$ cat src/rtl/pit_map.vh
// Purpose: Register offsets, control byte fields and reset values of the interval timer
// Assumes: Byte-wide host port, offsets as seen by the host
// Notes: Included by the unit and core design files
`ifndef PIT_MAP_VH
`define PIT_MAP_VH
`define PIT_OFS_UNIT0 8'h10
`define PIT_OFS_UNIT1 8'h11
`define PIT_OFS_UNIT2 8'h12
`define PIT_OFS_SETUP 8'h13
`define PIT_SEL_HI 7
`define PIT_SEL_LO 6
`define PIT_ACC_HI 5
`define PIT_ACC_LO 4
`define PIT_MODE_HI 3
`define PIT_MODE_LO 1
`define PIT_FMT_BIT 0
`define PIT_SEL_RDBK 2'h3
`define PIT_ACC_LATCH 2'h0
`define PIT_ACC_LSB 2'h1
`define PIT_ACC_MSB 2'h2
`define PIT_ACC_PAIR 2'h3
`define PIT_RB_CNT_N 5
`define PIT_RB_STA_N 4
`define PIT_RST_ACC 2'h1
`define PIT_RST_MODE 3'h0
`define PIT_RST_COUNT 16'h0000
`endif

$ cat src/rtl/pit_unit.v
// Purpose: One 16-bit presettable down counter with latch, status and byte sequencing
// Assumes: Host strobes are one-cycle pulses on sys_clk_i; pins arrive asynchronous
// Notes: Modes 0 to 5, binary or BCD
`timescale 1ns/1ns
`include "pit_map.vh"
module pit_unit (
    // Clock and reset
    input wire sys_clk_i,
    input wire nrst_i,
    // Host side
    input wire wr_data_i,
    input wire rd_data_i,
    input wire [7:0] wdata_i,
    input wire setup_i,
    input wire [5:0] setup_bits_i,
    input wire latch_cnt_i,
    input wire latch_sta_i,
    output wire [7:0] rdata_o,
    // Field pins
    input wire cnt_clk_i,
    input wire gate_i,
    output wire out_o
);
    reg [1:0] acc_mode;
    reg [2:0] op_mode;
    reg fmt_bcd;
    reg [15:0] preset;
    reg [15:0] count;
    reg [15:0] hold;
    reg [7:0] sta_hold;
    reg cnt_held;
    reg sta_held;
    reg rd_toggle;
    reg wr_toggle;
    reg null_cnt;
    reg load_pend;
    reg armed;
    reg run;
    reg out;
    reg clk_d;
    reg gate_d;
    reg trig;
    wire [15:0] next_count;
    wire clk_s;
    wire gate_s;
    wire tick;
    wire gate_rise;
    wire [1:0] mode_eff;
    wire [7:0] status_byte;
    reg [7:0] rdata;

    pit_sync u_sync_clk (
        .sys_clk_i(sys_clk_i),
        .nrst_i(nrst_i),
        .d_i(cnt_clk_i),
        .q_o(clk_s)
    );
    pit_sync u_sync_gate (
        .sys_clk_i(sys_clk_i),
        .nrst_i(nrst_i),
        .d_i(gate_i),
        .q_o(gate_s)
    );

    assign tick = clk_s & ~clk_d;
    assign gate_rise = gate_s & ~gate_d;
    assign mode_eff = op_mode[1:0];
    assign status_byte = {out, null_cnt, acc_mode, op_mode, fmt_bcd};
    assign out_o = out;
    assign rdata_o = rdata;

    // Decrement by a step in binary or BCD
    function [15:0] dec;
        input [15:0] v;
        input bcd;
        input [1:0] step;
        reg [15:0] r;
        integer i;
        begin
            r = v;
            for (i = 0; i < 2; i = i + 1) begin
                if (i < step) begin
                    if (!bcd) begin
                        r = r - 16'h0001;
                    end else if (r[3:0] != 4'h0) begin
                        r[3:0] = r[3:0] - 4'h1;
                    end else if (r[7:4] != 4'h0) begin
                        r[7:0] = {r[7:4] - 4'h1, 4'h9};
                    end else if (r[11:8] != 4'h0) begin
                        r[11:0] = {r[11:8] - 4'h1, 8'h99};
                    end else if (r[15:12] != 4'h0) begin
                        r = {r[15:12] - 4'h1, 12'h999};
                    end else begin
                        r = 16'h9999;
                    end
                end
            end
            dec = r;
        end
    endfunction

    assign next_count = dec(count, fmt_bcd, 2'h1);

    // Read mux with status first, then held or live bytes
    always @* begin
        if (sta_held) begin
            rdata = sta_hold;
        end else begin
            case (acc_mode)
                `PIT_ACC_MSB: rdata = cnt_held ? hold[15:8] : count[15:8];
                `PIT_ACC_PAIR: rdata = rd_toggle ? (cnt_held ? hold[15:8] : count[15:8])
                                                 : (cnt_held ? hold[7:0] : count[7:0]);
                default: rdata = cnt_held ? hold[7:0] : count[7:0];
            endcase
        end
    end

    always @(posedge sys_clk_i) begin
        if (!nrst_i) begin
            acc_mode <= `PIT_RST_ACC;
            op_mode <= `PIT_RST_MODE;
            fmt_bcd <= 1'b0;
            preset <= `PIT_RST_COUNT;
            count <= `PIT_RST_COUNT;
            hold <= `PIT_RST_COUNT;
            sta_hold <= 8'h00;
            cnt_held <= 1'b0;
            sta_held <= 1'b0;
            rd_toggle <= 1'b0;
            wr_toggle <= 1'b0;
            null_cnt <= 1'b0;
            load_pend <= 1'b0;
            armed <= 1'b0;
            run <= 1'b0;
            out <= 1'b1;
            clk_d <= 1'b0;
            gate_d <= 1'b0;
            trig <= 1'b0;
        end else begin
            clk_d <= clk_s;
            gate_d <= gate_s;
            if (gate_rise) begin
                trig <= 1'b1;
            end
            // Latch commands
            if (latch_cnt_i && !cnt_held) begin
                hold <= count;
                cnt_held <= 1'b1;
            end
            if (latch_sta_i && !sta_held) begin
                sta_hold <= status_byte;
                sta_held <= 1'b1;
            end
            // Host reads
            if (rd_data_i) begin
                if (sta_held) begin
                    sta_held <= 1'b0;
                end else if (acc_mode == `PIT_ACC_PAIR) begin
                    rd_toggle <= ~rd_toggle;
                    if (rd_toggle) begin
                        cnt_held <= 1'b0;
                    end
                end else begin
                    cnt_held <= 1'b0;
                end
            end
            // Setup byte
            if (setup_i) begin
                acc_mode <= setup_bits_i[5:4];
                op_mode <= setup_bits_i[3:1];
                fmt_bcd <= setup_bits_i[0];
                cnt_held <= 1'b0;
                sta_held <= 1'b0;
                rd_toggle <= 1'b0;
                wr_toggle <= 1'b0;
                armed <= 1'b0;
                run <= 1'b0;
                trig <= 1'b0;
                out <= (setup_bits_i[3:1] != 3'h0);
            end else if (wr_data_i) begin
                // Count write: low byte first in pair mode
                case (acc_mode)
                    `PIT_ACC_LSB: preset <= {8'h00, wdata_i};
                    `PIT_ACC_MSB: preset <= {wdata_i, 8'h00};
                    default: begin
                        if (!wr_toggle) begin
                            preset[7:0] <= wdata_i;
                        end else begin
                            preset[15:8] <= wdata_i;
                        end
                    end
                endcase
                if (acc_mode == `PIT_ACC_PAIR) begin
                    wr_toggle <= ~wr_toggle;
                end
                if (acc_mode != `PIT_ACC_PAIR || wr_toggle) begin
                    null_cnt <= 1'b1;
                    load_pend <= 1'b1;
                    armed <= 1'b1;
                    if (op_mode == 3'h0) begin
                        out <= 1'b0;
                        run <= 1'b0;
                    end
                end
            end else if (tick) begin
                trig <= 1'b0;
                if (op_mode[1]) begin
                    // Modes 2 and 3 run while gated, reload on trigger or pending load
                    if (!gate_s) begin
                        out <= 1'b1;
                        run <= 1'b0;
                    end else if (!run && armed) begin
                        count <= preset;
                        null_cnt <= 1'b0;
                        load_pend <= 1'b0;
                        run <= 1'b1;
                        out <= 1'b1;
                    end else if (run && mode_eff == 2'h2) begin
                        if (count == 16'h0002 || (count == 16'h0001 && !out)) begin
                            out <= ~out;
                            if (count == 16'h0001) begin
                                count <= preset;
                                null_cnt <= 1'b0;
                                load_pend <= 1'b0;
                            end else begin
                                count <= next_count;
                            end
                        end else if (count == 16'h0001) begin
                            count <= preset;
                            null_cnt <= 1'b0;
                        end else begin
                            count <= next_count;
                        end
                    end else if (run) begin
                        // Square wave: extra step on odd count in high half
                        if (count == 16'h0002 || count == 16'h0001) begin
                            out <= ~out;
                            count <= out ? {preset[15:1], 1'b0} : preset;
                            null_cnt <= 1'b0;
                            load_pend <= 1'b0;
                        end else begin
                            count <= dec(count, fmt_bcd, 2'h2);
                        end
                    end
                end else begin
                    // One-shot family: modes 0, 1, 4, 5
                    if (load_pend && (op_mode == 3'h0 || op_mode == 3'h4)) begin
                        count <= preset;
                        null_cnt <= 1'b0;
                        load_pend <= 1'b0;
                        run <= 1'b1;
                        out <= (op_mode == 3'h4) ? 1'b1 : 1'b0;
                    end else if ((trig || gate_rise) && armed && op_mode[0]) begin
                        count <= preset;
                        null_cnt <= 1'b0;
                        load_pend <= 1'b0;
                        run <= 1'b1;
                        out <= op_mode[2];
                    end else if (run && (gate_s || op_mode[0])) begin
                        if (op_mode[2]) begin
                            if (!out) begin
                                out <= 1'b1;
                                run <= 1'b0;
                            end else if (count == 16'h0001) begin
                                out <= 1'b0;
                                count <= next_count;
                            end else begin
                                count <= next_count;
                            end
                        end else begin
                            count <= next_count;
                            if (count == 16'h0001) begin
                                out <= 1'b1;
                                run <= 1'b0;
                            end
                        end
                    end else if (gate_s || op_mode[0]) begin
                        count <= next_count;
                    end
                end
            end
            // Modes 2 and 3 stop at once when the gate drops
            if (op_mode[1] && !gate_s && !setup_i) begin
                out <= 1'b1;
                run <= 1'b0;
            end
        end
    end
endmodule

$ cat src/rtl/pit_sync.v
// Purpose: Two-stage synchroniser for pin inputs
// Assumes: Input is asynchronous to sys_clk_i
// Notes: First stage is read only by second stage
`timescale 1ns/1ns
module pit_sync (
    // Clock and reset
    input wire sys_clk_i,
    input wire nrst_i,
    // Data
    input wire d_i,
    output wire q_o
);
    reg s1;
    reg s2;
    always @(posedge sys_clk_i) begin
        if (!nrst_i) begin
            s1 <= 1'b0;
            s2 <= 1'b0;
        end else begin
            s1 <= d_i;
            s2 <= s1;
        end
    end
    assign q_o = s2;
endmodule

$ cat src/rtl/pit_core.v
// Purpose: Three-counter interval timer behind a byte-wide host port
// Assumes: One-cycle read and write strobes, address stable with them
// Notes: Readback command latches selected counters in the same cycle
`timescale 1ns/1ns
`include "pit_map.vh"
module pit_core (
    // Clock and reset
    input wire sys_clk_i,
    input wire nrst_i,
    // Host port
    input wire [7:0] addr_i,
    input wire wr_i,
    input wire rd_i,
    input wire [7:0] wdata_i,
    output reg [7:0] rdata_o,
    // Field pins
    input wire [2:0] cnt_clk_i,
    input wire [2:0] gate_i,
    output wire [2:0] out_o
);
    wire [7:0] unit_rd [0:2];
    wire [7:0] ofs [0:2];
    wire setup_wr;
    wire rdbk;
    wire [1:0] sel;
    assign ofs[0] = `PIT_OFS_UNIT0;
    assign ofs[1] = `PIT_OFS_UNIT1;
    assign ofs[2] = `PIT_OFS_UNIT2;
    assign setup_wr = wr_i && (addr_i == `PIT_OFS_SETUP);
    assign sel = wdata_i[`PIT_SEL_HI:`PIT_SEL_LO];
    assign rdbk = setup_wr && (sel == `PIT_SEL_RDBK) && !wdata_i[0];

    genvar g;
    generate
        for (g = 0; g < 3; g = g + 1) begin : gen_unit
            wire mine;
            assign mine = setup_wr && (sel == g);
            pit_unit u_unit (
                .sys_clk_i(sys_clk_i),
                .nrst_i(nrst_i),
                .wr_data_i(wr_i && (addr_i == ofs[g])),
                .rd_data_i(rd_i && (addr_i == ofs[g])),
                .wdata_i(wdata_i),
                .setup_i(mine && (wdata_i[5:4] != `PIT_ACC_LATCH)),
                .setup_bits_i(wdata_i[5:0]),
                .latch_cnt_i((mine && wdata_i[5:4] == `PIT_ACC_LATCH)
                    || (rdbk && !wdata_i[`PIT_RB_CNT_N] && wdata_i[g+1])),
                .latch_sta_i(rdbk && !wdata_i[`PIT_RB_STA_N] && wdata_i[g+1]),
                .rdata_o(unit_rd[g]),
                .cnt_clk_i(cnt_clk_i[g]),
                .gate_i(gate_i[g]),
                .out_o(out_o[g])
            );
        end
    endgenerate

    // Registered read data; unmapped reads return zero
    always @(posedge sys_clk_i) begin
        if (!nrst_i) begin
            rdata_o <= 8'h00;
        end else if (rd_i) begin
            case (addr_i)
                `PIT_OFS_UNIT0: rdata_o <= unit_rd[0];
                `PIT_OFS_UNIT1: rdata_o <= unit_rd[1];
                `PIT_OFS_UNIT2: rdata_o <= unit_rd[2];
                default: rdata_o <= 8'h00;
            endcase
        end
    end
endmodule

$ cat config.mk
export PLATFORM = sky130hd
export DESIGN_NAME = pit_core
export DESIGN_NICKNAME = d
export VERILOG_FILES = /design/src/rtl/pit_unit.v /design/src/rtl/pit_sync.v /design/src/rtl/pit_core.v
export VERILOG_INCLUDE_DIRS = /design/src /design/src/rtl
export SDC_FILE = /design/constraint.sdc
export NUM_CORES = 1
export LEC_CHECK = 0
export ABC_CLOCK_PERIOD_IN_PS = 9200
export BUFFER_PORTS_ARGS = -buffer_cell sky130_fd_sc_hd__buf_2
export CORE_MARGIN = 5
export CORE_UTILIZATION = 35
export DETAILED_ROUTE_END_ITERATION = 7
export PLACE_DENSITY = 0.6
export SKIP_CTS_REPAIR_TIMING = 1
export SLEW_MARGIN = 5
export SYNTH_ARGS = -nofsm -noshare
export SYNTH_HDL_FRONTEND = slang
export SYNTH_SLANG_ARGS = --single-unit
$ cat constraint.sdc
create_clock -name sys_clk_i -period 9.2 [get_ports sys_clk_i]
set_input_delay 1.38 -clock sys_clk_i [delete_from_list [all_inputs] [get_ports sys_clk_i]]
set_output_delay 1.38 -clock sys_clk_i [all_outputs]
set_load 0.03 [all_outputs]
# == Word level (Yosys, flattened, before mapping) ==
# Index checks and enable logic that the tools add are counted.
# totals
ff_bits,242
inputBits,26
word_cells,775
# classes
add_sub_neg,30
eq_ne,85
n_mux,358
bitwise,31
n_reduce_logical,198
# ops
cell,count
16-bit two-way mux,96
8-bit two-way mux,36
12-bit two-way mux,18
1-bit two-way mux,183
4-bit nonzero test,27
16-bit case mux with 2 select lines,3
16-bit by 1-bit subtractor with 16-bit output (second input constant),6
4-bit by 1-bit subtractor with 4-bit output (second input constant),24
4-bit two-way mux,18
7-bit by 5-bit != test with 1-bit output (second input constant),9
5-bit by 4-bit != test with 1-bit output (second input constant),12
1-bit logical AND,59
16-bit by 1-bit equality test with 1-bit output (second input constant),3
16-bit by 2-bit equality test with 1-bit output (second input constant),3
8-bit case mux with 2 select lines,3
8-bit AND reduction,6
7-bit AND reduction,6
6-bit nonzero test,6
8-bit by 5-bit equality test with 1-bit output (second input constant),4
5-bit nonzero test,6
3-bit != test (second input constant),9
3-bit AND reduction,9
9-bit AND reduction,3
1-bit inverter,25
21 further kinds,128

# == Depth between registers and ports, before layout ==
# Gate-level depths: netlist of run 1.
# depth
depth_word,28
ltp_mapped,14

# == Modules after synthesis ==
# Synthesis of run 1 repeated with hierarchy kept, for this count alone.
# unflattened
cells_unflattened,2280
area_unflattened_um2,17375.4
# by_module_without_submodules
module,n_inst,cells_per_inst,area_per_inst_um2
pit_unit (gen_unit[2].u_unit),1,734,5541.6
pit_unit (gen_unit[0].u_unit),1,718,5408.9
pit_unit (gen_unit[1].u_unit),1,701,5336.4
pit_core,1,103,773.2
pit_sync,6,4,52.6

# == Least setup slack after synthesis of run 1 ==
# Ideal clock, no wire load.
# synth_timing
path_kind,input-to-reg
start,input port addr_i[3]
end,register gen_unit[1].u_unit.count[2]
setup_time_ps,116
t_arrival_ps,3863
t_required_ps,9084
slack_ps,5221
stages,10
path_buffers,5
path_cell_list,or4b_1 -> clkbuf_1 -> or3b_1 -> buf_2 -> or4b_1 -> buf_2 -> and3_1 -> buf_2 -> buf_2 -> o211a_1
# synth_between
elab_chain_len,6
word_cells_on_any_way,9
# synth_rtl
element,line,source
from (decl),pit_core.v:11,"input wire [7:0] addr_i,"
8-bit by 5-bit equality test with 1-bit output (no line),-,
1-bit logical AND,pit_core.v:29,assign setup_wr = wr_i && (addr_i == `PIT_OFS_SETUP);
1-bit logical AND,pit_core.v:37,assign mine = setup_wr && (sel == g);
1-bit logical AND,pit_core.v:44,".setup_i(mine && (wdata_i[5:4] != `PIT_ACC_LATCH)),"
1-bit inverter (no line),-,
7-bit AND reduction (no line) (*),-,
to (signal assigned),pit_unit.v:268,count <= next_count;
to (signal assigned),pit_unit.v:271,count <= next_count;
to (signal assigned),pit_unit.v:278,count <= next_count;
to (decl),pit_unit.v:28,reg [15:0] count;
# Every way passes the cells marked *; elsewhere a longest branch is shown, timed or not.
# A chain may end at the register's enable or synchronous reset.

# == Worst setup path after layout of run 1 ==
# layout_timing
start,input port addr_i[3]
end,register gen_unit[2].u_unit.count[14]
# layout_between
elab_chain_len,6
word_cells_on_any_way,9
# layout_rtl
element,line
8-bit by 5-bit equality test with 1-bit output (no line),-
1-bit logical AND,pit_core.v:29
1-bit logical AND,pit_core.v:37
1-bit logical AND,pit_core.v:44
1-bit inverter (no line),-
7-bit AND reduction (no line) (*),-
to (signal assigned),pit_unit.v:268
to (signal assigned),pit_unit.v:271
to (signal assigned),pit_unit.v:278
to (decl),pit_unit.v:28
# Marked as above.

==> results.cfg, run 1 <==
[run_status]
outcome = completed

[clocking]
cts-root-buf = clkbuf_16
cts_buffer_depth = 3
clock_latency_ns = 0.55
cts_buffers = 29
clock-sinks = 242
h-tree-depth = 1
cts_tree = yes
path_clk_slew_ns = 0.06

[critical_path]
end_kind = flip-flop
rrSetupSlack_ns = 4.89
path_class = in -> reg
r2r_end = gen_unit[0].u_unit.count[15]
r2r_cells = 11
startpoint_type = primary input
crit_end = gen_unit[2].u_unit.count[14]
startpoint = addr_i[3]
cp_max_fo = 18
cp.arrival_ns = 4.78
rr_startpoint = gen_unit[0].u_unit.count[1]
worstPathRequired_ns = 9.64

[floorplan]
initial_core_util_pct = 35.6
fp.dieH_microns = 228
rows = 79
core_area_sq_um = 46800
die_area_sq_um = 52000
ios = 37
die_w_microns = 228

[layout]
area_growth_pct = 7.81
drive_above_1_share_pct = 8.14
antennaDiodeCount = 0
layout.nets = 2179
final_util_pct = 38.3

[sta]
post-route-period-util_pct = 47.2
relSlewSlack_pct = 22.5
finalCriticalPeriod_ns = 4.34
fin_setup_tns_ns = 0
finalHoldViolCount = 0
rsz0062_at_grt = no
fmax_ghz = 0.230
worst_pin_slew_ns = 1.16
fin_skew_ns = 0.0135
maxSlewViolCount = 0
final-setup-viol-count = 0

[synth]
syn_area_per_cell_sq_um = 7.47
ys_types = 94
syn_area_sq_um = 16600
ys.flop_type = dfxtp_1
synth_seq_cells = 242
synthCells = 2224
synthTopCellsByArea = dfxtp_1 29%, mux2i_1 7.9%, nand2_1 5.9%
synthesis.nets = 2274
yosysWarningCount = 0
ys_seq_area_share_pct = 29.1
synth_edf_count = 0
synth_top_area_cell = dfxtp_1
async_flop_share_pct = 0
synth_top_area_share_pct = 29.1

[global_route]
antenna_found_initial = 0
grt_pass1_wl_microns = 90600
gr-total-overflow = 0
grt_max_degree = 92
first_global_vias = 15900
grt_use_total_pct = 20.9

[hold_path]
hp-class = reg -> reg

[detailed_routing]
vias = 16900
vias_per_cell = 6.12
drt-total-wl_microns = 57600
met2_length_microns = 26800
wirelength_met1_microns = 25000
highest_layer = met4
drt-initial-drc-count = 1641
ant_nets = 0
drc = 0
dr.pass1.iters = 5
routedWlPerCell_microns = 20.9
routed-wl-met3_microns = 3800

[place]
dpl.hpwl_microns = 40600
gp_congestion = 0.925
portBuffers = 36

[pwr]
power.leakage_nw = 6.02
pwr_density_cell_nw_per_um2 = 138
peakVddDrop_mv = 0.118
p_total_mw = 2.47

[job]
cap_violations = 0
worst max-delay path, stage by stage:
cell      delay, ns
buf_2          0.09
or4b_1         0.69
or3b_1         0.56
nor3b_2        0.33
nor2b_1        0.46
a211o_1        0.57
o311ai_0       0.28
a211oi_1       0.29
a31oi_1        0.11
worst min path at each step:
stage                     cells past startpoint                               from                                 to
after floorplan                               1   gen_unit[0].u_unit.u_sync_clk.s1  gen_unit[0].u_unit.u_sync_clk.q_o
after global placement                        1  gen_unit[2].u_unit.u_sync_clk.q_o           gen_unit[2].u_unit.clk_d
after detailed placement                      2         gen_unit[2].u_unit.hold[0]         gen_unit[2].u_unit.hold[0]
after CTS                                     2         gen_unit[2].u_unit.hold[0]         gen_unit[2].u_unit.hold[0]
after global routing                          2         gen_unit[2].u_unit.hold[4]         gen_unit[2].u_unit.hold[4]
final                                         2         gen_unit[2].u_unit.hold[0]         gen_unit[2].u_unit.hold[0]
layer usage:
| metal | track usage [%] | vias up |
|---|---|---|
| li1 | - | 7963 |
| met1 | 28.1 | 8091 |
| met2 | 34.9 | 659 |
| met3 | 2.78 | 151 |
| met4 | 6.58 | 0 |
| met5 | 0 | - |
final cells by class:
class,instances,area [sq um]
flip-flops and latches,242,4840
well taps,607,759
repair buffers,59,353
clock buffers,41,821
inverters,55,209
fillers,4855,28800
clock inverters,10,109
multi-input cells,1742,10800
through the flow:
step	instances	hold slack, ns	cell area [sq um]	worst slack (ns)
2_1_floorplan	2224	0.412	16600	5.22
3_3_place_gp	2705	0.442	17000	4.39
3_5_place_dp	2705	0.448	17000	4.38
4_1_cts	2756	0.456	17900	4.93
5_1_grt	2756	0.483	17900	4.59
6_report	2756	0.454	17900	4.86
cells by family (layout without fill, tap and decap cells):
| kind of cell | Yosys count | count (layout) | synth area share, % |
|---|---|---|---|
| fa+ha+maj | 24 | 24 | 1.81 |
| xor+xnor | 56 | 56 | 2.95 |
| flops | 242 | 242 | 29.1 |
| compound gates | 651 | 651 | 25.9 |
| simple gates | 870 | 870 | 25.7 |
| buf+inv | 240 | 165 | 5.86 |
| mux | 141 | 141 | 8.57 |
sequential cells by signal, summed over array words and instances, names as in the netlist, 6 cells and up:
name,count
gen_unit.u_unit.hold,48
gen_unit.u_unit.sta_hold,24
rdata_o,8
gen_unit.u_unit.count,48
gen_unit.u_unit.preset,48
gen_unit.u_unit.op_mode,9
gen_unit.u_unit.acc_mode,6
cell usage in the layout (no fill, tap or decap), types with 12 or more instances in the layout:
cell type,synthesis,routed
nand2_1,260,260
dfxtp_1,242,242
nor2_1,228,228
a21oi_1,194,194
mux2i_1,131,131
o21ai_0,119,119
nand3_1,97,97
nor3_1,54,53
inv_1,52,52
o211ai_1,44,44
o221ai_1,37,37
buf_2,21,36
xnor2_1,32,32
a211oi_1,31,30
clkbuf_16,0,29
and2_1,27,27
a31oi_1,26,26
xor2_1,24,24
ha_1,24,24
or2_2,23,23
nor4_1,24,23
buf_4,8,23
a221oi_1,22,22
nand2b_1,20,20
or3_1,18,18
nand4_1,17,17
nor2b_1,15,15
or4_1,15,15
o2111ai_1,15,15
and3_1,12,12
nor3b_1,12,12
a22oi_1,12,12
cell usage after synthesis (all sizes together) (18+ instances only):
cell,number
or3,19
nor4,31
a31oi,26
and2,27
nor3,58
dfxtp,242
nand4,18
nand2,260
mux2i,131
clkbuf,142
a211oi,31
or2,23
buf,43
ha,24
nand3,97
inv,53
o221ai,37
nand2b,20
a21oi,194
o211ai,44
o21ai,128
a221oi,25
xor2,24
nor2,230
xnor2,32
power breakdown:
| part | internal (mW) | switching (mW) |
|---|---|---|
| Sequential | 1.06 | 0.0145 |
| Combinational | 0.0866 | 0.169 |
| Clock | 0.673 | 0.469 |
| Total | 1.82 | 0.653 |
Note: power is estimated with default switching activity, not from simulation.
==> inputs of run 2 (changes only) <==
--- a/config.mk
+++ b/config.mk
@@ -6,12 +6,12 @@
 export SDC_FILE = /design/constraint.sdc
 export NUM_CORES = 1
 export LEC_CHECK = 0
-export ABC_CLOCK_PERIOD_IN_PS = 9200
+export ABC_CLOCK_PERIOD_IN_PS = 3900
 export BUFFER_PORTS_ARGS = -buffer_cell sky130_fd_sc_hd__buf_2
 export CORE_MARGIN = 5
 export CORE_UTILIZATION = 35
 export DETAILED_ROUTE_END_ITERATION = 7
-export PLACE_DENSITY = 0.6
+export PLACE_DENSITY = 0.61
 export SKIP_CTS_REPAIR_TIMING = 1
 export SLEW_MARGIN = 5
 export SYNTH_ARGS = -nofsm -noshare
==> constraint.sdc (replaced) <==
create_clock -name sys_clk_i -period 3.9 [get_ports sys_clk_i]
set_input_delay 0.585 -clock sys_clk_i [delete_from_list [all_inputs] [get_ports sys_clk_i]]
set_output_delay 0.585 -clock sys_clk_i [all_outputs]
set_load 0.03 [all_outputs]
==> run 2 against run 1 <==
  * Final area rose by 4.5%
  * Sequential power up 140%
  * First-iteration DRC count rose by 1.2%
  * Core utilization is 1.7 points higher
  * Combinational power increased to 2.6 times the previous value
  * Clock skew rose by 0.017 ns
  * Worst hold slack worse by 0.24 ns
  * Count of clock-buffer cells in the layout fell by 4
  * Total power increased to 2.5 times the previous value
  * Die area unchanged
  * Via count grew 3.3%
  * Non-clock buffer count grew 85
==> results.cfg, run 2 (same netlist as run 1, synthesis figures left out) <==
[global_route]
grt_pass1_wl_microns = 93000
grt_use_total_pct = 21.4
antenna_found_initial = 1
grt_max_degree = 65
first_global_vias = 16500
gr-total-overflow = 0

[sta]
fin_setup_tns_ns = 0
hold_ws_ns = 0.216
rsz0062_at_grt = no
post-route-period-util_pct = 89.9
maxSlewViolCount = 0
fmax_ghz = 0.285
finalCriticalPeriod_ns = 3.51
fin_skew_ns = 0.0307
relSlewSlack_pct = 33.9
finalHoldViolCount = 0
final-setup-viol-count = 0
worst_pin_slew_ns = 0.990

[critical_path]
end_kind = flip-flop
worstPathRequired_ns = 4.41
r2r_cells = 10
path_class = reg -> reg
cp_max_fo = 10
cp.arrival_ns = 4.01
startpoint_type = flip-flop

[clocking]
cts_buffers = 30
cts_tree = yes
h-tree-depth = 1
path_clk_slew_ns = 0.06
cts_buffer_depth = 3
clock_latency_ns = 0.60
clock-sinks = 242
cts-root-buf = clkbuf_16

[floorplan]
fp.dieH_microns = 228
die_w_microns = 228
die_area_sq_um = 52000
rows = 79
initial_core_util_pct = 35.6
ios = 37
core_area_sq_um = 46800

[place]
portBuffers = 36
gp_congestion = 0.928
dpl.hpwl_microns = 42800

[job]
cap_violations = 0

[pwr]
peakVddDrop_mv = 0.294
power.leakage_nw = 6.54
pwr_density_cell_nw_per_um2 = 331

[hold_path]
hp-class = in -> reg
whs_path_depth = 2

[layout]
reg_top3 = gen_unit.u_unit.count x48, gen_unit.u_unit.hold x48, gen_unit.u_unit.preset x48
final_cell_mix = 260 x nand2_1, 242 x dfxtp_1, 228 x nor2_1
layout.nets = 2265
antennaDiodeCount = 0
area_growth_pct = 12.7
final_common_cell = nand2_1
drive_above_1_share_pct = 11.9

[run_status]
outcome = completed

[detailed_routing]
dr.pass1.iters = 6
vias_per_cell = 6.12
ant_nets = 0
drt-initial-drc-count = 1660
routedWlPerCell_microns = 20.7
drt-total-wl_microns = 58900
vias = 17400
drc = 0
[run 2: cell count changes in the layout (fill, tap and decap cells not counted), sizes merged]
cell,before,now
clkinvlp,2,1
clkbuf,41,37
bufinv,2,6
buf,59,144
inv,54,55
clkinv,7,10
[run 2: power by group]
group	internal (mW)	switching, mW	total, mW
clock	1.85	1.17	3.02
sequential	2.49	0.0228	2.52
combinational	0.239	0.419	0.657
[run 2: path summary, 6_finish.rpt]
check	from	endpoint	slack (ns)
max	gen_unit[1].u_unit.count[4]	gen_unit[1].u_unit.count[15]	0.39
min	gate_i[0]	gen_unit[0].u_unit.u_sync_gate.s1	0.22
max reg2reg	gen_unit[1].u_unit.count[4]	gen_unit[1].u_unit.count[15]	0.39
min reg2reg	gen_unit[2].u_unit.u_sync_gate.s1	gen_unit[2].u_unit.u_sync_gate.q_o	0.43
[run 2: critical path: stages (launching register included)]
cell and delay [ns]:
dfxtp_1 0.47, buf_4 0.23, nor4_4 0.49, nand2_1 0.19, mux2_2 0.32, a221oi_2 0.44
nand4_1 0.35, nor4b_2 0.46, xnor2_1 0.16, o21ai_0 0.09, a221oi_1 0.25
[run 2: layer usage]
layer	track usage [%]	vias to the layer above	wire [microns]
met2	35.1	759	27100
met3	2.92	146	4310
met5	0	-	0
met4	7.75	0	2170
li1	-	8160	-
met1	29.0	8348	25300
[run 2: cell type report]
type	instances	area, sq um
repair buffers	144	1020
well taps	607	759
inverters	55	209
fillers	4828	28000
clock buffers	37	797
flip-flops and latches	242	4840
clock inverters	17	274
multi-input cells	1742	10800
[run 2: through the flow]
step / total power, mW / util [%] / area [sq um] / instances / setup WS, ns
2_1_floorplan: 3.00 / - / 16600 / 2224 / 0.545
3_3_place_gp: 3.20 / 37.8 / 17700 / 2790 / 0.467
3_5_place_dp: 3.21 / 37.8 / 17700 / 2790 / 0.456
4_1_cts: 6.24 / 40.1 / 18700 / 2844 / 0.443
5_1_grt: 6.41 / 40.1 / 18700 / 2844 / 0.0910
6_report: 6.19 / 40.1 / 18700 / 2844 / 0.393
